$ cat src/rtl/rcs_pkg.sv
// rcs_pkg: constants, states and state layout of the reset cause block
// assumes a 25 MHz core clock and a 32-bit classic wishbone register port
package rcs_pkg;

  // ----------------------------------------------------------------
  // timing
  // ----------------------------------------------------------------
  localparam int CLK_PERIOD_NS    = 40;
  localparam int PWRT_TIME_MS     = 72;
  localparam int PWRT_CYCLES_DFLT = (PWRT_TIME_MS * 1_000_000 + CLK_PERIOD_NS - 1) / CLK_PERIOD_NS;
  localparam int OST_CYCLES       = 1024;  // oscillator periods, counted on clk
  localparam int SYNC_WAIT        = 3;     // cycles before synced straps are trusted
  localparam int CNT_W            = 22;
  localparam int WORD_W           = 14;
  localparam int PC_W             = 13;
  localparam int CFG_W            = 5;

  // ----------------------------------------------------------------
  // register map and fields
  // ----------------------------------------------------------------
  localparam logic [7:0] ADR_PSR   = 8'h00;  // power_status_reg
  localparam logic [7:0] ADR_FLAGS = 8'h04;  // core flags and decoded cause
  localparam logic [7:0] ADR_CFG   = 8'h08;  // synced configuration straps
  localparam logic [7:0] ADR_PC    = 8'h0C;  // last restart address
  localparam int PSR_BOR   = 0;
  localparam int PSR_POR   = 1;
  localparam int PSR_PAR   = 2;
  localparam int PSR_MIR   = 7;
  localparam int FLG_SLEEP = 0;
  localparam int FLG_WDOG  = 1;
  localparam int FLG_CAUSE = 4;
  localparam int FLG_HOLD  = 7;
  localparam int CFG_OSC   = 0;  // two bits
  localparam int CFG_DLY   = 2;
  localparam int CFG_DET   = 3;
  localparam int CFG_PAR   = 4;

  // ----------------------------------------------------------------
  // oscillator modes, addresses, status loads {val[7:3], mask[7:3]}
  // ----------------------------------------------------------------
  localparam logic [1:0] LOW_POWER_CRYSTAL_MODE      = 2'h0;
  localparam logic [1:0] STANDARD_CRYSTAL_MODE       = 2'h1;
  localparam logic [1:0] HIGH_SPEED_CRYSTAL_MODE     = 2'h2;
  localparam logic [1:0] RESISTOR_CAPACITOR_OSC_MODE = 2'h3;
  localparam logic [PC_W-1:0] PC_RESET = 13'h0000;
  localparam logic [PC_W-1:0] IRQ_VEC  = 13'h0004;
  localparam logic [9:0] STAT_POWER_UP   = 10'h07F;
  localparam logic [9:0] STAT_RUN_CLEAR  = 10'h01C;
  localparam logic [9:0] STAT_SLEEP_CLR  = 10'h05F;
  localparam logic [9:0] STAT_WDOG_RESET = 10'h03F;
  localparam logic [9:0] STAT_WDOG_WAKE  = 10'h003;
  localparam logic [9:0] STAT_DROP       = 10'h07F;
  localparam logic [9:0] STAT_PARITY     = 10'h063;
  localparam logic [9:0] STAT_SLEEP_IRQ  = 10'h043;
  localparam logic [2:0] CAUSE_POWER_UP  = 3'h0;
  localparam logic [2:0] CAUSE_DROP      = 3'h1;
  localparam logic [2:0] CAUSE_PARITY    = 3'h2;
  localparam logic [2:0] CAUSE_WDOG_RST  = 3'h3;
  localparam logic [2:0] CAUSE_WDOG_WAKE = 3'h4;
  localparam logic [2:0] CAUSE_SLEEP_IRQ = 3'h5;
  localparam logic [2:0] CAUSE_RUN_CLEAR = 3'h6;

  // ----------------------------------------------------------------
  // sequencer states and the whole state of the block
  // ----------------------------------------------------------------
  typedef enum logic [2:0] {
    ST_START, ST_POWER_WAIT, ST_OSC_WAIT, ST_HELD, ST_RUN, ST_SLEEP
  } rcs_state_e;

  typedef struct packed {
    rcs_state_e             state;
    logic [CNT_W-1:0]       cnt;
    logic                   m1, m2, d1, d2;
    logic [CFG_W-1:0]       c1, c2;
    logic                   bor, por, par, wdt_f, slp_f;
    logic                   hold, pc_ld, stat_ld, ack;
    logic [PC_W-1:0]        pc;
    logic [9:0]             stat;
    logic [31:0]            rdat;
  } rcs_state_s;

  localparam rcs_state_s RST_VAL = '{state: ST_START, cnt: '0, m1: 1'b1, m2: 1'b1,
                                     d1: 1'b0, d2: 1'b0, c1: '0, c2: '0, bor: 1'b0,
                                     por: 1'b0, par: 1'b1, wdt_f: 1'b1, slp_f: 1'b1,
                                     hold: 1'b1, pc_ld: 1'b0, stat_ld: 1'b0, ack: 1'b0,
                                     pc: '0, stat: '0, rdat: '0};

endpackage

$ cat src/rtl/rcs_parity_chk.sv
// rcs_parity_chk: two-bit parity check of one fetched program word
// assumes word and parity bits are stable in the cycle they are judged
`timescale 1ns/10ps
`default_nettype none
module rcs_parity_chk #(
  parameter int WORD_W = 14
) (
  // fetched word and its parity pair
  input  wire logic [WORD_W-1:0] word,
  input  wire logic              even_par,
  input  wire logic              odd_par,
  // verdict
  output logic                   fault
);

  if (WORD_W < 2) begin : g_bad_width
    $error("rcs_parity_chk: word must hold at least two bits");
  end

  // ----------------------------------------------------------------
  // even bits against the even-parity bit, odd bits against the inverted odd one
  // ----------------------------------------------------------------
  always_comb begin : check
    logic ev;
    logic od;
    ev = even_par;
    od = ~odd_par;
    for (int i = 0; i < WORD_W; i++) begin
      if (i % 2 == 0) begin
        ev = ev ^ word[i];
      end else begin
        od = od ^ word[i];
      end
    end
    fault = ev | od;  // nonzero result marks a fault
  end

endmodule  // rcs_parity_chk
`default_nettype wire

$ cat src/rtl/rcs_reset_cause.sv
// rcs_reset_cause: reset cause flags, start-up hold and restart values
// assumes core events are on clk; pins and straps arrive unsynchronised
//
// Functional notes
// - supply-drop flag low after drop, else software value
// - drop detection off: drop flag meaningless, untouched
// - power-up flag cleared only by power-up
// - parity flag cleared by parity reset, set by power-up
// - status bit 7 mirrors parity enable strap
// - each word carries even and odd parity bits
// - check each fetch; nonzero xor is a fault
// - parity fault resets and clears parity flag
// - parity strap zero disables checking, one enables
// - power-up hold: 72 ms and/or 1024 periods per mode
// - drop hold 72 ms plus crystal wait; crystal wake waits 1024
// - watchdog and sleep flags encode the reset cause
// - power-up and drop causes decoded from power flags
// - parity cause decoded; power-up and drop set flag
// - resets restart at 000h; wake at pc+1 or 0004h
// - core status bits loaded per reset cause
// - parity variant power status values per cause
// - two-bit variant power status values per cause
//
// The Wishbone register port and the register offsets were left to the implementer.
`timescale 1ns/10ps
`default_nettype none
module rcs_reset_cause
  import rcs_pkg::*;
#(
  parameter int PWRT_CYCLES     = rcs_pkg::PWRT_CYCLES_DFLT,
  parameter bit PARITY_VARIANT  = 1'b1,
  parameter bit HAS_SUPPLY_DROP = 1'b1,
  parameter bit DLY_EN_LEVEL    = 1'b0  // strap level that turns the delay on
) (
  // clock and reset
  input  wire logic                     clk,
  input  wire logic                     sys_rst,
  // wishbone slave
  input  wire logic [7:0]               wb_adr_i,
  input  wire logic [31:0]              wb_dat_i,
  input  wire logic [3:0]               wb_sel_i,
  input  wire logic                     wb_we_i,
  input  wire logic                     wb_cyc_i,
  input  wire logic                     wb_stb_i,
  output logic [31:0]                   wb_dat_o,
  output logic                          wb_ack_o,
  // pins and configuration straps
  input  wire logic                     master_clear_pin_n,
  input  wire logic                     supply_drop_det,
  input  wire logic [rcs_pkg::CFG_W-1:0] config_straps,
  // core events
  input  wire logic                     watchdog_expired,
  input  wire logic                     sleep_cmd,
  input  wire logic                     irq_wake,
  input  wire logic                     global_irq_enable,
  input  wire logic [rcs_pkg::PC_W-1:0] pc_now,
  // program fetch
  input  wire logic                     fetch_valid,
  input  wire logic [rcs_pkg::WORD_W-1:0] fetch_word,
  input  wire logic [1:0]               fetch_parity,
  // core controls
  output logic                          core_hold,
  output logic                          pc_load,
  output logic [rcs_pkg::PC_W-1:0]      pc_value,
  output logic                          status_load,
  output logic [4:0]                    status_val,
  output logic [4:0]                    status_mask
);

  if (PWRT_CYCLES < 1 || PWRT_CYCLES >= 2 ** CNT_W) begin : g_bad_pwrt
    $error("rcs_reset_cause: power wait count out of range");
  end

  // ----------------------------------------------------------------
  // state and derived terms
  // ----------------------------------------------------------------
  rcs_state_s st, n;
  logic       xtal, dly, det_on, drop, par_on, perr, perr_hit, master_clear_pin_low;
  logic       access, wr_psr;
  logic [2:0] cause;
  logic [31:0] rd_mux;
  logic [PC_W-1:0] pc_inc;

  localparam logic [CNT_W-1:0] PW_LAST   = CNT_W'(PWRT_CYCLES - 1);
  localparam logic [CNT_W-1:0] OST_LAST  = CNT_W'(OST_CYCLES - 1);
  localparam logic [CNT_W-1:0] SYNC_LAST = CNT_W'(SYNC_WAIT - 1);

  // strap decode, read only from the second sync stage
  assign xtal     = st.c2[CFG_OSC +: 2] != RESISTOR_CAPACITOR_OSC_MODE;
  assign dly      = st.c2[CFG_DLY] == DLY_EN_LEVEL;
  assign det_on   = HAS_SUPPLY_DROP && st.c2[CFG_DET];
  assign drop     = det_on && st.d2 && st.state != ST_START;
  assign par_on   = PARITY_VARIANT && st.c2[CFG_PAR];
  assign master_clear_pin_low = !st.m2;
  assign pc_inc   = pc_now + 13'h0001;

  // fetch check
  rcs_parity_chk #(
    .WORD_W   (WORD_W)
  ) u_parity (
    .word     (fetch_word),
    .even_par (fetch_parity[0]),
    .odd_par  (fetch_parity[1]),
    .fault    (perr)
  );
  assign perr_hit = par_on && fetch_valid && perr && st.state == ST_RUN;

  // bus decode
  assign access = wb_cyc_i && wb_stb_i && !st.ack;
  assign wr_psr = access && wb_we_i && wb_sel_i[0] && wb_adr_i[7:2] == ADR_PSR[7:2];

  // ----------------------------------------------------------------
  // reset cause decode from the flags
  // ----------------------------------------------------------------
  always_comb begin : decode
    if (!st.por) begin
      cause = CAUSE_POWER_UP;
    end else if (HAS_SUPPLY_DROP && !st.bor) begin
      cause = CAUSE_DROP;
    end else if (PARITY_VARIANT && !st.par && st.wdt_f && st.slp_f) begin
      cause = CAUSE_PARITY;
    end else begin
      case ({st.wdt_f, st.slp_f})
        2'b01:   cause = CAUSE_WDOG_RST;
        2'b00:   cause = CAUSE_WDOG_WAKE;
        2'b10:   cause = CAUSE_SLEEP_IRQ;
        default: cause = CAUSE_RUN_CLEAR;
      endcase
    end
  end

  // ----------------------------------------------------------------
  // read mux
  // ----------------------------------------------------------------
  always_comb begin : read_mux
    rd_mux = '0;
    case (wb_adr_i[7:2])
      ADR_PSR[7:2]: begin
        rd_mux[PSR_BOR] = st.bor;
        rd_mux[PSR_POR] = st.por;
        rd_mux[PSR_PAR] = PARITY_VARIANT && st.par;
        rd_mux[PSR_MIR] = par_on;
      end
      ADR_FLAGS[7:2]: begin
        rd_mux[FLG_SLEEP]      = st.slp_f;
        rd_mux[FLG_WDOG]       = st.wdt_f;
        rd_mux[FLG_CAUSE +: 3] = cause;
        rd_mux[FLG_HOLD]       = st.hold;
      end
      ADR_CFG[7:2]: begin
        rd_mux[CFG_W-1:0] = st.c2;
      end
      ADR_PC[7:2]: begin
        rd_mux[PC_W-1:0] = st.pc;
      end
      default: begin
        rd_mux = '0;
      end
    endcase
  end

  // ----------------------------------------------------------------
  // next state
  // ----------------------------------------------------------------
  always_comb begin : next_state
    logic pw;
    logic ow;
    logic rel;
    pw = 1'b0;
    ow = 1'b0;
    rel = 1'b0;
    n = st;
    n.pc_ld = 1'b0;
    n.stat_ld = 1'b0;
    n.ack = 1'b0;
    // two-stage synchronisers
    n.m1 = master_clear_pin_n;
    n.m2 = st.m1;
    n.d1 = supply_drop_det;
    n.d2 = st.d1;
    n.c1 = config_straps;
    n.c2 = st.c1;
    // register access, answered one cycle after the request
    if (access) begin
      n.ack = 1'b1;
      n.rdat = rd_mux;
    end
    // software stores flag values; hardware events below win
    if (wr_psr) begin
      n.bor = wb_dat_i[PSR_BOR];
      n.por = wb_dat_i[PSR_POR];
      if (PARITY_VARIANT) begin
        n.par = wb_dat_i[PSR_PAR];
      end
    end
    case (st.state)
      ST_START: begin
        if (st.cnt == SYNC_LAST) begin
          n.stat = STAT_POWER_UP;
          n.stat_ld = 1'b1;
          n.pc = PC_RESET;
          pw = dly;
          ow = !dly;
        end else begin
          n.cnt = st.cnt + 1'b1;
        end
      end
      ST_POWER_WAIT: begin
        if (st.cnt == PW_LAST) begin
          ow = 1'b1;
        end else begin
          n.cnt = st.cnt + 1'b1;
        end
      end
      ST_OSC_WAIT: begin
        if (st.cnt == OST_LAST) begin
          rel = 1'b1;
        end else begin
          n.cnt = st.cnt + 1'b1;
        end
      end
      ST_HELD: begin
        rel = !master_clear_pin_low;
      end
      ST_RUN: begin
        if (perr_hit) begin
          n.par = 1'b0;
          n.wdt_f = 1'b1;
          n.slp_f = 1'b1;
          n.stat = STAT_PARITY;
          n.stat_ld = 1'b1;
          n.pc = PC_RESET;
          n.hold = 1'b1;
          n.state = ST_HELD;
        end else if (watchdog_expired) begin
          n.wdt_f = 1'b0;
          n.slp_f = 1'b1;
          n.stat = STAT_WDOG_RESET;
          n.stat_ld = 1'b1;
          n.pc = PC_RESET;
          n.hold = 1'b1;
          n.state = ST_HELD;
        end else if (master_clear_pin_low) begin
          n.stat = STAT_RUN_CLEAR;
          n.stat_ld = 1'b1;
          n.pc = PC_RESET;
          n.hold = 1'b1;
          n.state = ST_HELD;
        end else if (sleep_cmd) begin
          n.wdt_f = 1'b1;
          n.slp_f = 1'b0;
          n.stat = STAT_SLEEP_IRQ;
          n.stat_ld = 1'b1;
          n.state = ST_SLEEP;
        end
      end
      ST_SLEEP: begin
        if (master_clear_pin_low) begin
          n.wdt_f = 1'b1;
          n.slp_f = 1'b0;
          n.stat = STAT_SLEEP_CLR;
          n.stat_ld = 1'b1;
          n.pc = PC_RESET;
          n.hold = 1'b1;
          n.state = ST_HELD;
        end else if (watchdog_expired) begin
          n.wdt_f = 1'b0;
          n.slp_f = 1'b0;
          n.stat = STAT_WDOG_WAKE;
          n.stat_ld = 1'b1;
          n.pc = pc_inc;
          ow = 1'b1;
        end else if (irq_wake) begin
          n.stat = STAT_SLEEP_IRQ;
          n.stat_ld = 1'b1;
          n.pc = global_irq_enable ? IRQ_VEC : pc_inc;
          ow = 1'b1;
        end
      end
      default: begin
        n.state = ST_START;
        n.hold = 1'b1;
      end
    endcase
    // timed holds and release
    if (pw) begin
      n.state = ST_POWER_WAIT;
      n.cnt = '0;
      n.hold = 1'b1;
    end else if (ow && xtal) begin
      n.state = ST_OSC_WAIT;
      n.cnt = '0;
      n.hold = 1'b1;
    end else if (ow || rel) begin
      if (master_clear_pin_low) begin
        n.state = ST_HELD;
        n.hold = 1'b1;
      end else begin
        n.state = ST_RUN;
        n.hold = 1'b0;
        n.pc_ld = 1'b1;
      end
    end
    // supply drop overrides everything except a same-cycle por write, bus answer or pc_ld pulse and restarts the power wait
    if (drop) begin
      n.bor = 1'b0;
      if (PARITY_VARIANT) begin
        n.par = 1'b1;
      end
      n.wdt_f = 1'b1;
      n.slp_f = 1'b1;
      n.stat = STAT_DROP;
      n.stat_ld = 1'b1;
      n.pc = PC_RESET;
      n.state = ST_POWER_WAIT;
      n.cnt = '0;
      n.hold = 1'b1;
    end
  end

  // ----------------------------------------------------------------
  // state register
  // ----------------------------------------------------------------
  always_ff @(posedge clk or posedge sys_rst) begin : regs
    if (sys_rst) begin
      st <= RST_VAL;  // power-up values
    end else begin
      st <= n;
    end
  end

  // outputs straight from the state register
  assign core_hold   = st.hold;
  assign pc_load     = st.pc_ld;
  assign pc_value    = st.pc;
  assign status_load = st.stat_ld;
  assign status_val  = st.stat[9:5];
  assign status_mask = st.stat[4:0];
  assign wb_ack_o    = st.ack;
  assign wb_dat_o    = st.rdat;
endmodule  // rcs_reset_cause
`default_nettype wire

$ cat config.mk
export PLATFORM = sky130hd
export DESIGN_NAME = rcs_reset_cause
export DESIGN_NICKNAME = d
export VERILOG_FILES = /design/src/rtl/rcs_pkg.sv /design/src/rtl/rcs_parity_chk.sv /design/src/rtl/rcs_reset_cause.sv
export SDC_FILE = /design/constraint.sdc
export NUM_CORES = 1
export LEC_CHECK = 0
export ABC_AREA = 1
export BUFFER_PORTS_ARGS = -buffer_cell sky130_fd_sc_hd__buf_2
export CAP_MARGIN = 10
export CORE_ASPECT_RATIO = 1.2
export CORE_MARGIN = 2
export CORE_UTILIZATION = 54
export CTS_BUF_LIST = sky130_fd_sc_hd__clkbuf_8
export DETAILED_ROUTE_END_ITERATION = 16
export PLACE_DENSITY_LB_ADDON = 0.2
export SYNTH_ARGS = -nofsm -noshare
export SYNTH_HDL_FRONTEND = slang
export SYNTH_SLANG_ARGS = --single-unit
$ cat constraint.sdc
create_clock -name clk -period 3.1 [get_ports clk]
set_clock_uncertainty 0.05 [all_clocks]
set_input_delay 0.62 -clock clk [delete_from_list [all_inputs] [get_ports clk]]
set_output_delay 0.62 -clock clk [all_outputs]
set_load 0.005 [all_outputs]
==> summary.json <==
{
  "status": {
    "result_of_the_run": "completed"
  },
  "clock_network": {
    "post_cts_setup_bufs": 0,
    "cts_hold_repair.buffers": 0,
    "cts_inserted_buffers": 9,
    "cts_root_buffer": "sky130_fd_sc_hd__clkbuf_8",
    "cts_sinks": 78,
    "postCtsResizedCells": 0,
    "insertion_delay_ps": 370,
    "cts.clk_slew.worst_paths_ps": 90,
    "cts_tree": "built",
    "ctsLongestPathBuffers": 2,
    "ctsHtreeMaxLevel": 3
  },
  "timing": {
    "worst-slew-pin-transition_ps": 590,
    "max_slew_margin_pct": 60.5,
    "report.final.setup_viol": 0,
    "rsz_0062_raised_after_global_routing": "false",
    "timing.final.crit_period_ps": 2300,
    "period_share_pct": 74.1,
    "finalSetupTns_ps": 0,
    "fmaxAchievable_ghz": 0.435,
    "number_of_hold_violations_in_the_final_report": 0,
    "finalMaxSlewViolations": 0
  },
  "setup_path": {
    "timing.critical_path.slowest_stage_cell": "sky130_fd_sc_hd__dfrtp_1",
    "worst-path-max-fanout": 9,
    "rr_endpoint": "st[83]",
    "critPathCaptureType": "flip-flop",
    "cp_cell_sequence": "ha_1, nand2_2, nor2_2, nand2_2, nor2_4, nand2_2, o21ai_2, nor2_2, buf_4, nand2_1, nor2_1, nand2_1, nand2_1, o21ba_1",
    "crit_path_leading_delay_family": "simple AND/OR/NAND/NOR gates",
    "timing.setup.critical_path_class": "reg -> reg",
    "reg2reg_setup_slack_ps": 800,
    "timing.critical_path.arrival_ps": 2520,
    "worst_setup_path_start_kind": "flip-flop",
    "critical_path_depth": 14,
    "timing.critical_path.required_ps": 3320,
    "reg2reg_from": "st[79]",
    "critical-path-max-stage-delay_ps": 420,
    "worstPathBufferInverterCount": 1,
    "worstSetupStartpoint": "st[79]",
    "crit_end": "st[83]",
    "timing.reg2reg.worst_path_depth": 14
  },
  "placement": {
    "gp_congestion": 0.951,
    "number_of_buffer_cells_added_on_primary_ports": 92,
    "post-dp-hpwl_mm": 8.42
  },
  "logic_synthesis": {
    "synth-warning-count": 0,
    "synth_sequential_area_ratio_pct": 39.2,
    "yosys-top-cells-area": "sky130_fd_sc_hd__dfrtp_1 (36%), sky130_fd_sc_hd__nand2_1 (11%), sky130_fd_sc_hd__buf_4 (8.4%), sky130_fd_sc_hd__nor2_1 (5.4%), sky130_fd_sc_hd__inv_1 (4.7%)",
    "ys_dominant_reg_cell": "sky130_fd_sc_hd__dfrtp_1",
    "synthesis.instances": 659,
    "synth.ff_latch_count": 78,
    "synth_async_sr_flop_share_pct": 100,
    "synth_largest_type_area_fraction_pct": 36.0,
    "synth_area_um2": 5000,
    "ys_top_cells_by_count": "sky130_fd_sc_hd__nand2_1 (149), sky130_fd_sc_hd__dfrtp_1 (72), sky130_fd_sc_hd__nor2_1 (72)",
    "syn_avg_cell_area_um2": 7.59,
    "yosys.area.top_type": "sky130_fd_sc_hd__dfrtp_1",
    "ys_types": 51,
    "cell_with_the_most_instances_after_synthesis": "sky130_fd_sc_hd__nand2_1",
    "synth_enable_flop_cells": 0
  },
  "floorplan": {
    "num_io_pins": 149,
    "fp.dieH_um": 109,
    "number_of_rows_in_the_core_area": 38,
    "initial_core_util_pct": 55.4,
    "floorplan.core_area_um2": 9030,
    "die_width_um": 91.9,
    "dieArea_um2": 10100
  },
  "grt": {
    "globalRoute.totalOverflow": 0,
    "grt_pass1_wl_mm": 18.0,
    "grt_max_degree": 79,
    "grt_use_total_pct": 22.6,
    "antenna_found_initial": 0,
    "first_global_vias": 4042
  },
  "drt": {
    "top_layer": "met4",
    "detail_route.vias_per_cell": 5.08,
    "detailroute.wirelength.met3_um": 544,
    "route.vias.total": 4305,
    "initialDrtViolationCount": 163,
    "met2_wirelength_mm": 5.36,
    "met1_length_mm": 4.77,
    "drt_wl_cell_um": 13.1,
    "post-route-drc-count": 0,
    "ant_nets": 0,
    "route.final.wire_length_mm": 11.1,
    "detail_route.first_pass.iterations": 4
  },
  "power": {
    "max-vdd-ir-drop_uv": 441,
    "static-leakage-power_nw": 2.79,
    "fin_total_pwr_mw": 2.85,
    "powerDensity_nw_per_um2": 525
  },
  "min_path": {
    "hp-class": "in -> async"
  },
  "cells_and_area": {
    "area_growth_syn_to_layout_pct": 8.43,
    "post_route_cells_drive_above_1_share_pct": 24.3,
    "design.final.nets": 818,
    "num_antenna_cells": 0
  },
  "flow_run": {
    "max_cap_violations": 0
  }
}
[report_power, final]
part,total (mW),internal [mW],switching (mW)
registers,1.24,1.13,0.109
logic,0.905,0.312,0.592
clock network,0.705,0.298,0.407
[state kept, by name, summed over array words and instances (netlist names)]
name	flops
core_hold	1
det_on	1
n	7
par_on	1
pc_load	1
pc_value	13
st	35
status_load	1
status_mask	2
status_val	2
wb_ack_o	1
wb_dat_o	13
[worst min-delay path: cells and delay by family]
kind | cells | cell delay (ps)
buffers and inverters | 3 | 510
[worst min path at each step]
stage	startpoint	to	cells after the start
floorplan	n[67]	det_on	0
global placement	n[68]	par_on	0
detailed placement	n[68]	par_on	0
CTS	supply_drop_det	n[74]	1
global route	master_clear_pin_n	n[76]	1
finish	sys_rst	pc_value[6]	3
[per-stage QoR]
stage | instance area [um^2] | instances | utilization, % | setup WS (ps) | hold WS (ps)
floorplan | 5080 | 680 | - | 445 | 281
global placement | 5240 | 832 | 58.0 | 773 | 293
detailed placement | 5240 | 832 | 58.0 | 679 | 286
CTS | 5420 | 848 | 60.0 | 788 | 285
global route | 5420 | 848 | 60.0 | 618 | 281
finish | 5420 | 848 | 60.0 | 803 | 294
[cells by family (layout without fill, tap and decap cells)]
group                    after synthesis  count (layout)  share of synthesized area [%]
AO/OA/AOI/OAI                         85              85                           9.81
buffers and inverters                135             183                           15.1
other                                  1              22                         0.0750
XOR/XNOR                              16              16                           2.80
adder cells (fa/ha/maj)                5               5                           1.25
AND/OR/NAND/NOR                      339             339                           31.8
flip-flops                            78              78                           39.2
[placed cells by master (no fill, tap or decap), types with 3 or more instances in the layout]
| cell | n |
|---|---|
| sky130_fd_sc_hd__o21ai_1 | 14 |
| sky130_fd_sc_hd__inv_6 | 3 |
| sky130_fd_sc_hd__a21oi_1 | 24 |
| sky130_fd_sc_hd__nor3_2 | 3 |
| sky130_fd_sc_hd__o21ai_0 | 26 |
| sky130_fd_sc_hd__nand2_1 | 149 |
| sky130_fd_sc_hd__conb_1 | 22 |
| sky130_fd_sc_hd__clkbuf_8 | 9 |
| sky130_fd_sc_hd__xor2_1 | 11 |
| sky130_fd_sc_hd__dfrtp_1 | 72 |
| sky130_fd_sc_hd__nand3_1 | 32 |
| sky130_fd_sc_hd__nor3_1 | 16 |
| sky130_fd_sc_hd__inv_1 | 62 |
| sky130_fd_sc_hd__dfstp_2 | 6 |
| sky130_fd_sc_hd__nor4_1 | 3 |
| sky130_fd_sc_hd__inv_2 | 8 |
| sky130_fd_sc_hd__o21ai_2 | 3 |
| sky130_fd_sc_hd__nand3b_1 | 3 |
| sky130_fd_sc_hd__or2_2 | 6 |
| sky130_fd_sc_hd__xnor2_1 | 5 |
| sky130_fd_sc_hd__buf_2 | 92 |
| sky130_fd_sc_hd__nor2_2 | 13 |
| sky130_fd_sc_hd__nand3_2 | 8 |
| sky130_fd_sc_hd__nand4_1 | 10 |
| sky130_fd_sc_hd__buf_4 | 3 |
| sky130_fd_sc_hd__nand2_2 | 9 |
| sky130_fd_sc_hd__nor2_1 | 72 |
| sky130_fd_sc_hd__ha_1 | 5 |
[routing by layer]
layer	vias up	track usage, %
met5	-	0
met4	0	13.4
met2	126	39.2
met3	30	5.07
li1	2170	-
met1	1979	25.8
[cell type report]
type	instances	area [um^2]
multi-input combinational	467	2360
sequential	78	1960
fill	851	3610
timing repair buffer	96	503
tap	120	150
clock buffer	9	124
inverter	71	267
clock inverter	7	55.1
(Power assumes the default switching activity.)
